==> src/design/tal_pkg.sv <==
package tal_pkg;
  typedef logic [4:0] tal_sc_t;
  localparam int unsigned CNT_W = 24;
  typedef logic [CNT_W-1:0] tal_lc_t;
  typedef enum {TX_IDLE, TX_DATA, TX_EOF, TX_LP} tal_tx_t;
  localparam int unsigned CLK_NS = 20;
  localparam int unsigned BIT_NS = 100;
  localparam tal_sc_t BIT_LAST = tal_sc_t'(BIT_NS / CLK_NS - 1);
  localparam tal_sc_t HALF_CYC = tal_sc_t'(BIT_NS / CLK_NS / 2);
  localparam int unsigned LPW_MIN_NS = 50;
  localparam tal_sc_t LPW_MIN_CYC = tal_sc_t'((LPW_MIN_NS + CLK_NS - 1) / CLK_NS);
  localparam int unsigned LPW_MAX_NS = 200;
  localparam tal_sc_t LPW_MAX_CYC = tal_sc_t'(LPW_MAX_NS / CLK_NS);
  localparam int unsigned LOSS_MS = 100;
  localparam int unsigned SEP_MIN_US = 3000;
  localparam int unsigned SEP_MAX_MS = 100;
  localparam int unsigned LP_PER_MS = 16;
  localparam int unsigned LP_W_NS = 100;
  localparam tal_sc_t LP_W_CYC = tal_sc_t'(LP_W_NS / CLK_NS);
  localparam int unsigned COL_OFF_NS = 350;
  localparam tal_sc_t COL_OFF_CYC = tal_sc_t'((COL_OFF_NS + CLK_NS - 1) / CLK_NS);
  localparam int unsigned AUI_HOLD_NS = 200;
  localparam tal_sc_t AUI_HOLD_CYC = tal_sc_t'((AUI_HOLD_NS + CLK_NS - 1) / CLK_NS);
  localparam int unsigned AUI_VAL_NS = 25;
  localparam tal_sc_t AUI_VAL_CYC = tal_sc_t'(AUI_VAL_NS / CLK_NS + 1);
  localparam int unsigned AUI_EOF_NS = 175;
  localparam tal_sc_t AUI_EOF_CYC = tal_sc_t'(AUI_EOF_NS / CLK_NS + 1);
  localparam int unsigned TP_EOF_NS = 230;
  localparam tal_sc_t TP_EOF_CYC = tal_sc_t'((TP_EOF_NS + CLK_NS - 1) / CLK_NS);
  localparam int unsigned TP_GAP_NS = 200;
  localparam tal_sc_t TP_GAP_CYC = tal_sc_t'(TP_GAP_NS / CLK_NS);
  localparam int unsigned MID_NS = 75;
  localparam tal_sc_t MID_CYC = tal_sc_t'((MID_NS + CLK_NS - 1) / CLK_NS);
  localparam logic [2:0] QUAL_EDGES = 3'h4;
  localparam logic [7:0] ADDR_CTRL = 8'h00;
  localparam logic [7:0] ADDR_STAT = 8'h04;
  localparam logic [1:0] RESP_OKAY = 2'h0;
  localparam logic [1:0] RESP_SLVERR = 2'h2;
  localparam int unsigned CTRL_AUI_BIT = 0;
  localparam logic CTRL_RST = 1'h0;
endpackage

==> src/design/tal_phy.sv <==
// The register offsets and register access over AXI4-Lite are this design's own decisions.
`timescale 1ns/1ns
`default_nettype none
module tal_phy import tal_pkg::*; #(
  parameter int unsigned LOSS_CYC = LOSS_MS * (1000000 / CLK_NS),
  parameter int unsigned SEP_MIN_CYC = SEP_MIN_US * (1000 / CLK_NS),
  parameter int unsigned SEP_MAX_CYC = SEP_MAX_MS * (1000000 / CLK_NS),
  parameter int unsigned LP_PER_CYC = LP_PER_MS * (1000000 / CLK_NS),
  parameter int unsigned LOCK_BITS = 8
) (
  input wire logic aclk,
  input wire logic aresetn,
  input wire logic [7:0] s_axi_awaddr,
  input wire logic s_axi_awvalid,
  output logic s_axi_awready,
  input wire logic [31:0] s_axi_wdata,
  input wire logic [3:0] s_axi_wstrb,
  input wire logic s_axi_wvalid,
  output logic s_axi_wready,
  output logic [1:0] s_axi_bresp,
  output logic s_axi_bvalid,
  input wire logic s_axi_bready,
  input wire logic [7:0] s_axi_araddr,
  input wire logic s_axi_arvalid,
  output logic s_axi_arready,
  output logic [31:0] s_axi_rdata,
  output logic [1:0] s_axi_rresp,
  output logic s_axi_rvalid,
  input wire logic s_axi_rready,
  input wire logic tx_data_in,
  input wire logic transmit_enable_in,
  input wire logic full_duplex_select,
  input wire logic tp_receive_pair_pos,
  input wire logic tp_receive_pair_neg,
  input wire logic aui_receive_pair_pos,
  input wire logic aui_receive_pair_neg,
  input wire logic aui_collision_pair_pos,
  input wire logic aui_collision_pair_neg,
  output logic transmit_bit_clock,
  output logic rx_data_out,
  output logic rx_clock_out,
  output logic receive_enable_out,
  output logic collision_out,
  output logic link_loss_indicator,
  output logic tp_transmit_pos,
  output logic tp_transmit_neg,
  output logic aui_transmit_pair_pos,
  output logic aui_transmit_pair_neg
);
  localparam tal_lc_t LOSS_L = tal_lc_t'(LOSS_CYC - 1);
  localparam tal_lc_t SEP_MIN_L = tal_lc_t'(SEP_MIN_CYC);
  localparam tal_lc_t SEP_MAX_L = tal_lc_t'(SEP_MAX_CYC);
  localparam tal_lc_t LP_PER_L = tal_lc_t'(LP_PER_CYC);
  localparam tal_sc_t LOCK_L = tal_sc_t'(LOCK_BITS);

  function automatic tal_sc_t inc5(input tal_sc_t c);
    return (c == 5'h1F) ? c : c + 5'h1;
  endfunction

  function automatic tal_sc_t wid5(input tal_sc_t c, input logic lvl);
    return lvl ? inc5(c) : 5'h0;
  endfunction

  function automatic tal_lc_t inc24(input tal_lc_t c);
    return (c == {CNT_W{1'b1}}) ? c : c + tal_lc_t'(1);
  endfunction

  // pin synchronisers; s3 only gives edges of s2
  logic [8:0] s1_r, s2_r, s3_r;
  always_ff @(posedge aclk) begin
    if (!aresetn) begin
      s1_r <= 9'h000;
      s2_r <= 9'h000;
      s3_r <= 9'h000;
    end else begin
      s1_r <= {aui_collision_pair_neg, aui_collision_pair_pos, aui_receive_pair_neg,
               aui_receive_pair_pos, tp_receive_pair_neg, tp_receive_pair_pos,
               full_duplex_select, transmit_enable_in, tx_data_in};
      s2_r <= s1_r;
      s3_r <= s2_r;
    end
  end

  logic txd, ten, fd, tpp, tpn, arp, arn, acp, acn, tp_any;
  assign {acn, acp, arn, arp, tpn, tpp, fd, ten, txd} = s2_r;
  assign tp_any = tpp | tpn;

  logic aui_sel_r;
  logic aw_h_r, w_h_r;
  logic [7:0] awaddr_q;
  logic [31:0] wdata_q;
  logic [3:0] wstrb_q;
  logic wr_go;
  assign wr_go = aw_h_r & w_h_r & ~s_axi_bvalid;

  // axi write channel
  always_ff @(posedge aclk) begin
    if (!aresetn) begin
      s_axi_awready <= 1'b0;
      s_axi_wready <= 1'b0;
      s_axi_bvalid <= 1'b0;
      s_axi_bresp <= RESP_OKAY;
      aw_h_r <= 1'b0;
      w_h_r <= 1'b0;
      awaddr_q <= 8'h00;
      wdata_q <= 32'h0000_0000;
      wstrb_q <= 4'h0;
    end else begin
      if (s_axi_awvalid && s_axi_awready) begin
        aw_h_r <= 1'b1;
        awaddr_q <= {s_axi_awaddr[7:2], 2'h0};
        s_axi_awready <= 1'b0;
      end else if (!aw_h_r && !s_axi_bvalid) begin
        s_axi_awready <= 1'b1;
      end
      if (s_axi_wvalid && s_axi_wready) begin
        w_h_r <= 1'b1;
        wdata_q <= s_axi_wdata;
        wstrb_q <= s_axi_wstrb;
        s_axi_wready <= 1'b0;
      end else if (!w_h_r && !s_axi_bvalid) begin
        s_axi_wready <= 1'b1;
      end
      if (wr_go) begin
        aw_h_r <= 1'b0;
        w_h_r <= 1'b0;
        s_axi_bvalid <= 1'b1;
        s_axi_bresp <= (awaddr_q == ADDR_CTRL) ? RESP_OKAY : RESP_SLVERR;
      end else if (s_axi_bvalid && s_axi_bready) begin
        s_axi_bvalid <= 1'b0;
      end
    end
  end

  // port select: 1 = aui, 0 = twisted pair
  always_ff @(posedge aclk) begin
    if (!aresetn) begin
      aui_sel_r <= CTRL_RST;
    end else if (wr_go && awaddr_q == ADDR_CTRL && wstrb_q[0]) begin
      aui_sel_r <= wdata_q[CTRL_AUI_BIT];
    end
  end

  logic tp_car_r, aui_sq_open_r;

  function automatic logic [31:0] rd_word(input logic [7:0] a);
    logic [31:0] w;
    w = 32'h0000_0000;
    if (a == ADDR_CTRL) begin
      w[CTRL_AUI_BIT] = aui_sel_r;
    end else if (a == ADDR_STAT) begin
      w[4:0] = {collision_out, receive_enable_out, aui_sq_open_r, tp_car_r, link_loss_indicator};
    end
    return w;
  endfunction

  // axi read channel
  always_ff @(posedge aclk) begin
    if (!aresetn) begin
      s_axi_arready <= 1'b0;
      s_axi_rvalid <= 1'b0;
      s_axi_rdata <= 32'h0000_0000;
      s_axi_rresp <= RESP_OKAY;
    end else if (s_axi_arvalid && s_axi_arready) begin
      s_axi_arready <= 1'b0;
      s_axi_rvalid <= 1'b1;
      s_axi_rdata <= rd_word({s_axi_araddr[7:2], 2'h0});
      s_axi_rresp <= ({s_axi_araddr[7:2], 2'h0} == ADDR_CTRL ||
                      {s_axi_araddr[7:2], 2'h0} == ADDR_STAT) ? RESP_OKAY : RESP_SLVERR;
    end else if (s_axi_rvalid && s_axi_rready) begin
      s_axi_rvalid <= 1'b0;
    end else if (!s_axi_rvalid) begin
      s_axi_arready <= 1'b1;
    end
  end

  tal_sc_t ph_r;
  logic txbit_r, tx_act_r;
  always_ff @(posedge aclk) begin
    if (!aresetn) begin
      ph_r <= 5'h0;
      txbit_r <= 1'b0;
      tx_act_r <= 1'b0;
      transmit_bit_clock <= 1'b0;
    end else begin
      ph_r <= (ph_r == BIT_LAST) ? 5'h0 : ph_r + 5'h1;
      transmit_bit_clock <= (ph_r < HALF_CYC);
      if (ph_r == BIT_LAST) begin
        txbit_r <= txd;
        tx_act_r <= ten;
      end
    end
  end

  // idle, end hold and link pulse sequencing
  tal_tx_t st_r;
  tal_sc_t hc_r;
  tal_lc_t lp_r;
  always_ff @(posedge aclk) begin
    if (!aresetn) begin
      st_r <= TX_IDLE;
      hc_r <= 5'h0;
      lp_r <= '0;
    end else begin
      hc_r <= inc5(hc_r);
      lp_r <= (st_r == TX_IDLE) ? inc24(lp_r) : '0;
      unique case (st_r)
        TX_IDLE: begin
          if (tx_act_r) begin
            st_r <= TX_DATA;
          end else if (lp_r >= LP_PER_L) begin
            st_r <= TX_LP;
            hc_r <= 5'h0;
          end
        end
        TX_DATA: begin
          if (!tx_act_r) begin
            st_r <= TX_EOF;
            hc_r <= 5'h0;
          end
        end
        TX_EOF: begin
          if (tx_act_r) begin
            st_r <= TX_DATA;
          end else if (hc_r == AUI_HOLD_CYC - 5'h1) begin
            st_r <= TX_IDLE;
          end
        end
        TX_LP: begin
          if (hc_r == LP_W_CYC - 5'h1) begin
            st_r <= TX_IDLE;
          end
        end
      endcase
    end
  end

  // manchester: first half inverted, second half true
  logic manch;
  assign manch = (ph_r < HALF_CYC) ? ~txbit_r : txbit_r;
  always_ff @(posedge aclk) begin
    if (!aresetn) begin
      tp_transmit_pos <= 1'b0;
      tp_transmit_neg <= 1'b0;
      aui_transmit_pair_pos <= 1'b0;
      aui_transmit_pair_neg <= 1'b0;
    end else begin
      tp_transmit_pos <= (st_r == TX_DATA && !aui_sel_r) ? manch :
                         (st_r == TX_LP || (st_r == TX_EOF && !aui_sel_r));
      tp_transmit_neg <= (st_r == TX_DATA && !aui_sel_r) & ~manch;
      // aui cells and positive end hold
      aui_transmit_pair_pos <= (st_r == TX_DATA && aui_sel_r) ? manch : (st_r == TX_EOF && aui_sel_r);
      aui_transmit_pair_neg <= (st_r == TX_DATA && aui_sel_r) & ~manch;
    end
  end

  tal_sc_t gap_r, pw_r;
  logic [2:0] qual_r;
  logic tp_edge;
  assign tp_edge = tpp ^ s3_r[3];
  always_ff @(posedge aclk) begin
    if (!aresetn) begin
      gap_r <= 5'h1F;
      qual_r <= 3'h0;
      tp_car_r <= 1'b0;
    end else begin
      gap_r <= tp_edge ? 5'h0 : inc5(gap_r);
      if (tp_edge) begin
        if (gap_r >= 5'h1 && gap_r <= TP_GAP_CYC) begin
          qual_r <= (qual_r == QUAL_EDGES) ? qual_r : qual_r + 3'h1;
          if (qual_r >= QUAL_EDGES - 3'h1) begin
            tp_car_r <= 1'b1;
          end
        end else begin
          qual_r <= 3'h0;
        end
      end else if (gap_r == TP_EOF_CYC) begin
        qual_r <= 3'h0;
        tp_car_r <= 1'b0;
      end
    end
  end

  logic lp_seen;
  assign lp_seen = s3_r[3] & ~tpp & ~tp_car_r & (pw_r >= LPW_MIN_CYC) & (pw_r <= LPW_MAX_CYC);
  tal_lc_t sep_r, loss_r;
  logic beat_ok;
  assign beat_ok = lp_seen & (sep_r >= SEP_MIN_L) & (sep_r <= SEP_MAX_L);
  always_ff @(posedge aclk) begin
    if (!aresetn) begin
      pw_r <= 5'h0;
      sep_r <= '0;
      loss_r <= '0;
      link_loss_indicator <= 1'b1;
    end else begin
      pw_r <= wid5(pw_r, tpp);
      if (lp_seen && sep_r >= SEP_MIN_L) begin
        sep_r <= '0;
      end else begin
        sep_r <= inc24(sep_r);
      end
      if (tp_any) begin
        loss_r <= '0;
      end else if (loss_r != LOSS_L) begin
        loss_r <= loss_r + tal_lc_t'(1);
      end
      if (loss_r == LOSS_L && !tp_any) begin
        link_loss_indicator <= 1'b1;
      end else if (beat_ok) begin
        link_loss_indicator <= 1'b0;
      end
    end
  end

  tal_sc_t nwa_r, nwc_r, pwa_r, pwc_r, aid_r;
  logic negv_a, negv_c, pend_a, pend_c, a_idle, cx_act_r;
  assign negv_a = arn & (nwa_r == AUI_VAL_CYC - 5'h1);
  assign negv_c = acn & (nwc_r == AUI_VAL_CYC - 5'h1);
  assign pend_a = arp & (pwa_r == AUI_EOF_CYC - 5'h1);
  assign pend_c = acp & (pwc_r == AUI_EOF_CYC - 5'h1);
  assign a_idle = (aid_r == AUI_EOF_CYC - 5'h1) & ~(arp | arn | acp | acn);
  always_ff @(posedge aclk) begin
    if (!aresetn) begin
      nwa_r <= 5'h0;
      nwc_r <= 5'h0;
      pwa_r <= 5'h0;
      pwc_r <= 5'h0;
      aid_r <= 5'h0;
    end else begin
      nwa_r <= wid5(nwa_r, arn);
      nwc_r <= wid5(nwc_r, acn);
      pwa_r <= wid5(pwa_r, arp);
      pwc_r <= wid5(pwc_r, acp);
      aid_r <= wid5(aid_r, ~(arp | arn | acp | acn));
    end
  end

  always_ff @(posedge aclk) begin
    if (!aresetn) begin
      aui_sq_open_r <= 1'b0;
      cx_act_r <= 1'b0;
    end else begin
      if (negv_a || negv_c) begin
        aui_sq_open_r <= 1'b1;
      end else if (pend_a || pend_c || a_idle) begin
        aui_sq_open_r <= 1'b0;
      end
      if (negv_c) begin
        cx_act_r <= 1'b1;
      end else if (pend_c || a_idle) begin
        cx_act_r <= 1'b0;
      end
    end
  end

  // shared manchester decoder on the selected receive line
  logic line, line_e, lb;
  tal_sc_t mid_r, bits_r;
  logic lock;
  assign line = aui_sel_r ? arp : tpp;
  assign line_e = aui_sel_r ? (arp ^ s3_r[5]) : tp_edge;
  assign lb = ten & ~fd & ~aui_sel_r;
  assign lock = aui_sel_r ? aui_sq_open_r : (tp_car_r & (bits_r >= LOCK_L));
  always_ff @(posedge aclk) begin
    if (!aresetn) begin
      mid_r <= 5'h1F;
      bits_r <= 5'h0;
    end else begin
      if (line_e && mid_r >= MID_CYC - 5'h1) begin
        mid_r <= 5'h0;
      end else begin
        mid_r <= inc5(mid_r);
      end
      if (!(aui_sel_r ? aui_sq_open_r : tp_car_r)) begin
        bits_r <= 5'h0;
      end else if (line_e && mid_r >= MID_CYC - 5'h1) begin
        bits_r <= inc5(bits_r);
      end
    end
  end

  always_ff @(posedge aclk) begin
    if (!aresetn) begin
      rx_data_out <= 1'b0;
      rx_clock_out <= 1'b0;
      receive_enable_out <= 1'b0;
    end else begin
      receive_enable_out <= lb | lock;
      if (lb) begin
        rx_data_out <= txbit_r;
        rx_clock_out <= transmit_bit_clock;
      end else if (lock && line_e && mid_r >= MID_CYC - 5'h1) begin
        rx_data_out <= line;
        rx_clock_out <= 1'b0;
      end else if (mid_r == HALF_CYC) begin
        rx_clock_out <= 1'b1;
      end
    end
  end

  logic col_tp;
  tal_sc_t hold_r;
  assign col_tp = tp_car_r & ten & ~fd;
  always_ff @(posedge aclk) begin
    if (!aresetn) begin
      collision_out <= 1'b0;
      hold_r <= 5'h0;
    end else if (fd) begin
      collision_out <= 1'b0;
      hold_r <= 5'h0;
    end else if (aui_sel_r) begin
      collision_out <= cx_act_r;
      hold_r <= 5'h0;
    end else if (col_tp) begin
      collision_out <= 1'b1;
      hold_r <= COL_OFF_CYC;
    end else if (collision_out && tp_car_r && hold_r != 5'h0) begin
      hold_r <= hold_r - 5'h1;
    end else begin
      collision_out <= 1'b0;
      hold_r <= 5'h0;
    end
  end
endmodule
`default_nettype wire

==> config.mk <==
export PLATFORM = sky130hd
export DESIGN_NAME = tal_phy
export DESIGN_NICKNAME = d
export VERILOG_FILES = /design/src/design/tal_pkg.sv /design/src/design/tal_phy.sv
export SDC_FILE = /design/constraint.sdc
export NUM_CORES = 1
export LEC_CHECK = 0
export BUFFER_PORTS_ARGS = -buffer_cell sky130_fd_sc_hd__buf_2
export CAP_MARGIN = 30
export CORE_MARGIN = 5
export CORE_UTILIZATION = 58
export CTS_CLUSTER_DIAMETER = 100
export DETAILED_ROUTE_END_ITERATION = 6
export PLACE_DENSITY = 0.8
export SYNTH_ARGS = -nofsm -noshare
export SYNTH_HDL_FRONTEND = slang
export SYNTH_SLANG_ARGS = --single-unit
==> constraint.sdc <==
create_clock -name aclk -period 2.2 [get_ports aclk]
set_input_delay 0.11 -clock aclk [delete_from_list [all_inputs] [get_ports aclk]]
set_output_delay 0.11 -clock aclk [all_outputs]
set_load 0.01 [all_outputs]
==> results.toml, run 1 <==
[global_routing]
grtUsageTotal_pct = 21.5
grt_first_pass_wirelength_um = 33000
grt_pass1_vias = 7237
grt_max_degree = 50
antenna_found_initial = 0
grt_overflow = 0

[hold_path]
min_path_type = "in -> reg"

[setup_path]
critical_path_required_ns = 2.52
worstPathArrival_ns = 2.36
path_cells = "ha_1 > nand4_1 > or4_1 > o21ai_2 > xor2_1 > nor2_1"
cp_num_buf_inv = 0
cp-start-kind = "flop"
critPathCaptureType = "flop"
r2r_slack_ns = 0.16
critPathMaxFanout = 7
max_stage_delay_ns = 0.60
crit_family = "simple AND/OR/NAND/NOR gates"
critical_path_class = "reg -> reg"
critPathSlowestCell = "or4_1"

[die]
core-area_mm2 = 0.0158
start_util_pct = 58.6
pin_count = 119
rows = 46
die_h_um = 136
die_width_um = 136
die_area_mm2 = 0.0186

[sta]
period_needed_ns = 2.04
fin_setup_tns_ns = 0
setup_viol = 0
worst_slack_ns = 0.162
rsz0062_at_grt = "false"
slew_headroom_pct = 55.4
worst_pin_slew_ns = 0.669
finalHoldViolCount = 0
fmax_mhz = 491
skew_ns = 0.0107
finalCritPeriodShare_pct = 92.6
maxSlewViolCount = 0

[layout]
diodes = 0
nets = 1261
drive_gt1_share_pct = 9.91
fillers = 1265
layout_common_cells = "195 x dfxtp_1, 131 x nor2_1, 70 x nand2_1"
final_common_cell = "dfxtp_1"
syn2layout_area_growth_pct = 13.6

[pwr]
p_total_mw = 7.97
p_leak_nw = 4.13
powerDensity_mw_per_mm2 = 758
vdd_drop_max_mv = 0.636

[clock_tree]
clk_latency_ns = 0.44
tritoncts = "built"
clk_path_buf_depth = 2
clockRootBuffer = "clkbuf_16"
htree_num_levels = 4
cts_buffers = 17
clock_sinks = 195
path_clk_slew_ns = 0.07

[synth]
yosysSeqAreaShare_pct = 42.2
synth_flop_cell = "dfxtp_1"
synth_enable_flop_cells = 0
async_flop_share_pct = 0
synth_cell_types = 64
ys_seq_elements = 195
syn_inst = 1068
synth_warnings = 0
syn_area_per_cell_um2 = 8.66
synth_area_mm2 = 0.00925

[placement]
gp_congestion = 0.879
numPortBuffers = 51
post-place-ws_ns = 0.241
dp_hpwl_um = 13200

[route]
dr.pass1.iters = 5
vias = 7665
drt-wirelength-per-cell_um = 14.0
viasPerCell = 5.57
postRouteWirelength_um = 19300
drcViolationCount = 0
drt_iter0_markers = 626
ant_nets = 0

[flow_run]
maxCapViolations = 0

[status]
status = "complete, no violations"
[layer usage]
metal	part of all wire (%)	global-route usage (%)	vias up
li1	-	-	3853
met1	44	26.6	3620
met2	49	37.0	164
met3	4.3	4.40	28
met4	2.1	8.06	0
met5	0	0	-
[Yosys cell counts (9+ instances only)]
cell	count	share of area (%)
a211oi_1	13	1.1
or3_1	16	1.1
xnor2_1	44	4.2
or4_1	11	0.89
nor3_1	33	1.8
and4_1	10	0.95
o21ai_0	31	1.7
clkbuf_1	25	1.0
o21ai_1	9	0.49
a21oi_1	54	2.9
inv_1	48	1.9
ha_1	44	6.0
nor2b_1	10	0.68
dfxtp_1	195	42
buf_4	30	2.4
nand4b_1	12	1.1
mux2i_1	21	2.3
nand2_1	70	2.8
and3_1	25	1.7
nand3_1	48	2.6
and2_1	28	1.9
xor2_1	31	2.9
nand4_1	25	1.7
nor2_1	132	5.4
a31oi_1	11	0.74
[final cells by class]
cell class,instances,area [µm²],area share [%]
multi-input cells,788,4910,46.7
flip-flops and latches,195,3900,37.2
repair buffers,98,673,6.41
clock buffers,19,433,4.12
well taps,216,270,2.57
inverters,49,184,1.75
clock inverters,12,136,1.30
[stage by stage]
step	cells	utilization [%]	hold WS, ns	cell area (µm²)
after floorplan	1096	-	0.237	9350
after global placement	1320	61.4	0.321	9680
after detailed placement	1320	61.4	0.320	9680
after CTS	1377	66.6	0.00564	10500
after global routing	1377	66.6	0.0344	10500
final	1377	66.6	0.0172	10500
[path summary, 6_finish.rpt]
path | from | cells past startpoint | endpoint
max | sep_r[1] | 6 | sep_r[2]
min | s_axi_wvalid | 4 | s_axi_wready
max reg2reg | sep_r[1] | 6 | sep_r[2]
min reg2reg | s1_r[2] | 1 | s2_r[2]
[cells by family (layout without fill, tap and decap cells)]
group / Yosys count / in the layout / share of synthesized area (%)
buf+inv: 113 / 178 / 5.90
xor+xnor: 75 / 75 / 7.10
other cells: 1 / 29 / 0.0405
simple gates: 455 / 455 / 25.5
flops: 195 / 195 / 42.2
fa+ha+maj: 44 / 44 / 5.95
mux: 21 / 21 / 2.27
compound gates: 164 / 164 / 11.0
[timing repair]
item / CTS / global route
gates resized for setup: 0 / 1
hold buffers: 26 / 0
endpoints found under the hold margin: 20 / 0
setup buffers: 0 / 0
setup endpoints to repair: 0 / 1
[state kept, by name, summed over array words and instances, names as in the netlist, 2 cells and up]
signal / cells
aid_r: 5
bits_r: 5
hc_r: 5
s1_r: 9
mid_r: 5
gap_r: 5
loss_r: 24
s2_r: 9
s_axi_rdata: 5
pw_r: 5
hold_r: 5
qual_r: 3
ph_r: 5
s3_r: 2
nwc_r: 5
st_r: 2
pwc_r: 5
awaddr_q: 6
nwa_r: 5
lp_r: 24
pwa_r: 5
sep_r: 24
[worst register-to-register path, delay by kind of cell, from the launching register on]
kind / cells / cell delay (ns)
flip-flops: 1 / 0.40
AND/OR/NAND/NOR: 3 / 0.80
AO/OA/AOI/OAI: 1 / 0.29
XOR/XNOR: 1 / 0.18
adder cells (fa/ha/maj): 1 / 0.26
[power by group]
group          internal (mW)  switching, mW  total (mW)
sequential              3.72          0.218        3.94
clock                   1.61           1.43        3.04
combinational          0.461          0.533       0.993
(Power assumes the default switching activity.)
==> run 2: changes to the inputs <==
--- a/config.mk
+++ b/config.mk
@@ -5,12 +5,12 @@
 export SDC_FILE = /design/constraint.sdc
 export NUM_CORES = 1
 export LEC_CHECK = 0
-export BUFFER_PORTS_ARGS = -buffer_cell sky130_fd_sc_hd__buf_2
 export CAP_MARGIN = 30
 export CORE_MARGIN = 5
-export CORE_UTILIZATION = 58
+export CORE_UTILIZATION = 64
 export CTS_CLUSTER_DIAMETER = 100
 export DETAILED_ROUTE_END_ITERATION = 6
+export DONT_BUFFER_PORTS = 1
 export PLACE_DENSITY = 0.8
 export SYNTH_ARGS = -nofsm -noshare
 export SYNTH_HDL_FRONTEND = slang
==> run 2 against run 1 <==
Net effect:
- routed wire length up 1.2%
- setup slack worse by 0.019 ns
- die area is 8.7% lower
- power up 0.79%
- sequential cell count stayed put
- core utilization rose by 6.0 points
- register-to-register slack lost 0.02 ns
- clock-buffer cell count stayed put
- critical path depth fell by 2
- highest routed layer unchanged
==> results.toml, run 2 (synthesis gave the netlist of run 1 again) <==
[layout]
largestRegisters = "loss_r: 24 flops, lp_r: 24 flops, sep_r: 24 flops"
nets = 1222
layout_common_cells = "193 x dfxtp_1, 132 x nor2_1, 70 x nand2_1"
final_area_mm2 = 0.0104
syn2layout_area_growth_pct = 12.9
stdcell_count = 1308
final_common_cell = "dfxtp_1"
fillers = 1087
drive_gt1_share_pct = 6.32
final_util_pct = 72.7

[die]
core-area_mm2 = 0.0144
die_area_mm2 = 0.0170
start_util_pct = 64.4
die_width_um = 130
rows = 44
die_h_um = 130
pin_count = 119

[setup_path]
cp-start-kind = "flop"
critPathMaxFanout = 10
critPathCaptureType = "flop"
crit_family = "buffers and inverters"
path_cells = "nand3_1 > dlygate4sd3_1 > a21oi_1 > dlygate4sd3_1"
worstPathArrival_ns = 2.44
r2r_slack_ns = 0.14
critPathSlowestCell = "dfxtp_1"
cp_num_buf_inv = 2
critical_path_class = "reg -> reg"
max_stage_delay_ns = 0.59
crit_top_cell = "dlygate4sd3_1"
critical_path_required_ns = 2.58

[sta]
fmax_mhz = 486
rsz0062_at_grt = "false"
worst_slack_ns = 0.144
maxSlewViolCount = 0
skew_ns = 0.0123
fin_setup_tns_ns = 0
slew_headroom_pct = 48.1
period_needed_ns = 2.06
worst_hold_slack_ns = 0.0335
worst_pin_slew_ns = 0.777
finalCritPeriodShare_pct = 93.5
finalHoldViolCount = 0
setup_viol = 0

[pwr]
pwr-share-clk_pct = 38.9
pwr-share-comb_pct = 12.0
pwr-share-seq_pct = 49.2
p_sw_share_pct = 27.5
power.switching_mw = 2.21
p_total_mw = 8.03
vdd_drop_max_mv = 0.731
powerDensity_mw_per_mm2 = 769
p_leak_nw = 3.99
p_int_mw = 5.82

[global_routing]
antenna_found_initial = 0
grt_first_pass_wirelength_um = 32200
grtUsageTotal_pct = 23.5
grt_max_degree = 48
grt_pass1_vias = 6918
grt_overflow = 0

[route]
drcViolationCount = 0
drt-wirelength-per-cell_um = 14.9
postRouteWirelength_um = 19500
dr.pass1.iters = 5
ant_nets = 0
viasPerCell = 5.69
vias = 7445
drt_iter0_markers = 550

[clock_tree]
clockRootBuffer = "clkbuf_16"
htree_num_levels = 4
path_clk_slew_ns = 0.08
cts_buffers = 17
clk_path_buf_depth = 2
clock_sinks = 195
tritoncts = "built"
clk_latency_ns = 0.44

[placement]
gp_congestion = 0.836
dp_hpwl_um = 12800
dp.cells = 1232
place_area_mm2 = 0.00937
post-place-ws_ns = 0.244
numPortBuffers = 0

[status]
status = "complete, no violations"

[hold_path]
min_path_type = "in -> reg"

[flow_run]
maxCapViolations = 0
==> run 2: worst paths after layout <==
check / start / to / cells past startpoint
max: s_axi_awready / awaddr_q[7] / 4
min: s_axi_awvalid / awaddr_q[2] / 3
max reg2reg: s_axi_awready / awaddr_q[7] / 4
min reg2reg: s1_r[8] / s2_r[8] / 1
==> run 2: cell type report <==
class                   count  area (µm²)  share of cell area [%]
diodes                      1        2.50                  0.0240
clock buffers              19         443                    4.24
clock inverters            13         169                    1.62
inverters                  49         184                    1.76
multi-input cells         788        4920                    47.2
flip-flops and latches    195        3910                    37.5
well taps                 184         230                    2.21
repair buffers             59         576                    5.51
==> run 2: power groups by stage <==
stage	combinational, mW	clock, mW	sequential, mW
floorplan	0.786	0	3.95
global placement	0.836	0	4.01
detailed placement	0.882	0	4.02
CTS	0.955	3.17	3.94
global route	1.13	3.34	3.98
finish	0.961	3.12	3.95
==> run 2: worst register-to-register path, stage by stage, from the launching register on <==
cell and delay [ns]:
dfxtp_1 0.59, nand3_1 0.12, dlygate4sd3_1 0.58, a21oi_1 0.14, dlygate4sd3_1 0.57
==> run 2: what timing repair did <==
action	CTS	global route
setup endpoints to repair	0	1
hold endpoints to repair	95	0
hold buffers	40	0
buffers inserted	0	4
resized for setup	0	8
==> run 2: routing by layer <==
layer	GRT usage, %	vias to the layer above	part of all wire, %
met5	0	-	0
met4	8.50	0	2.2
met3	5.53	35	4.5
met2	39.3	179	48
met1	29.7	3459	45
li1	-	3772	-
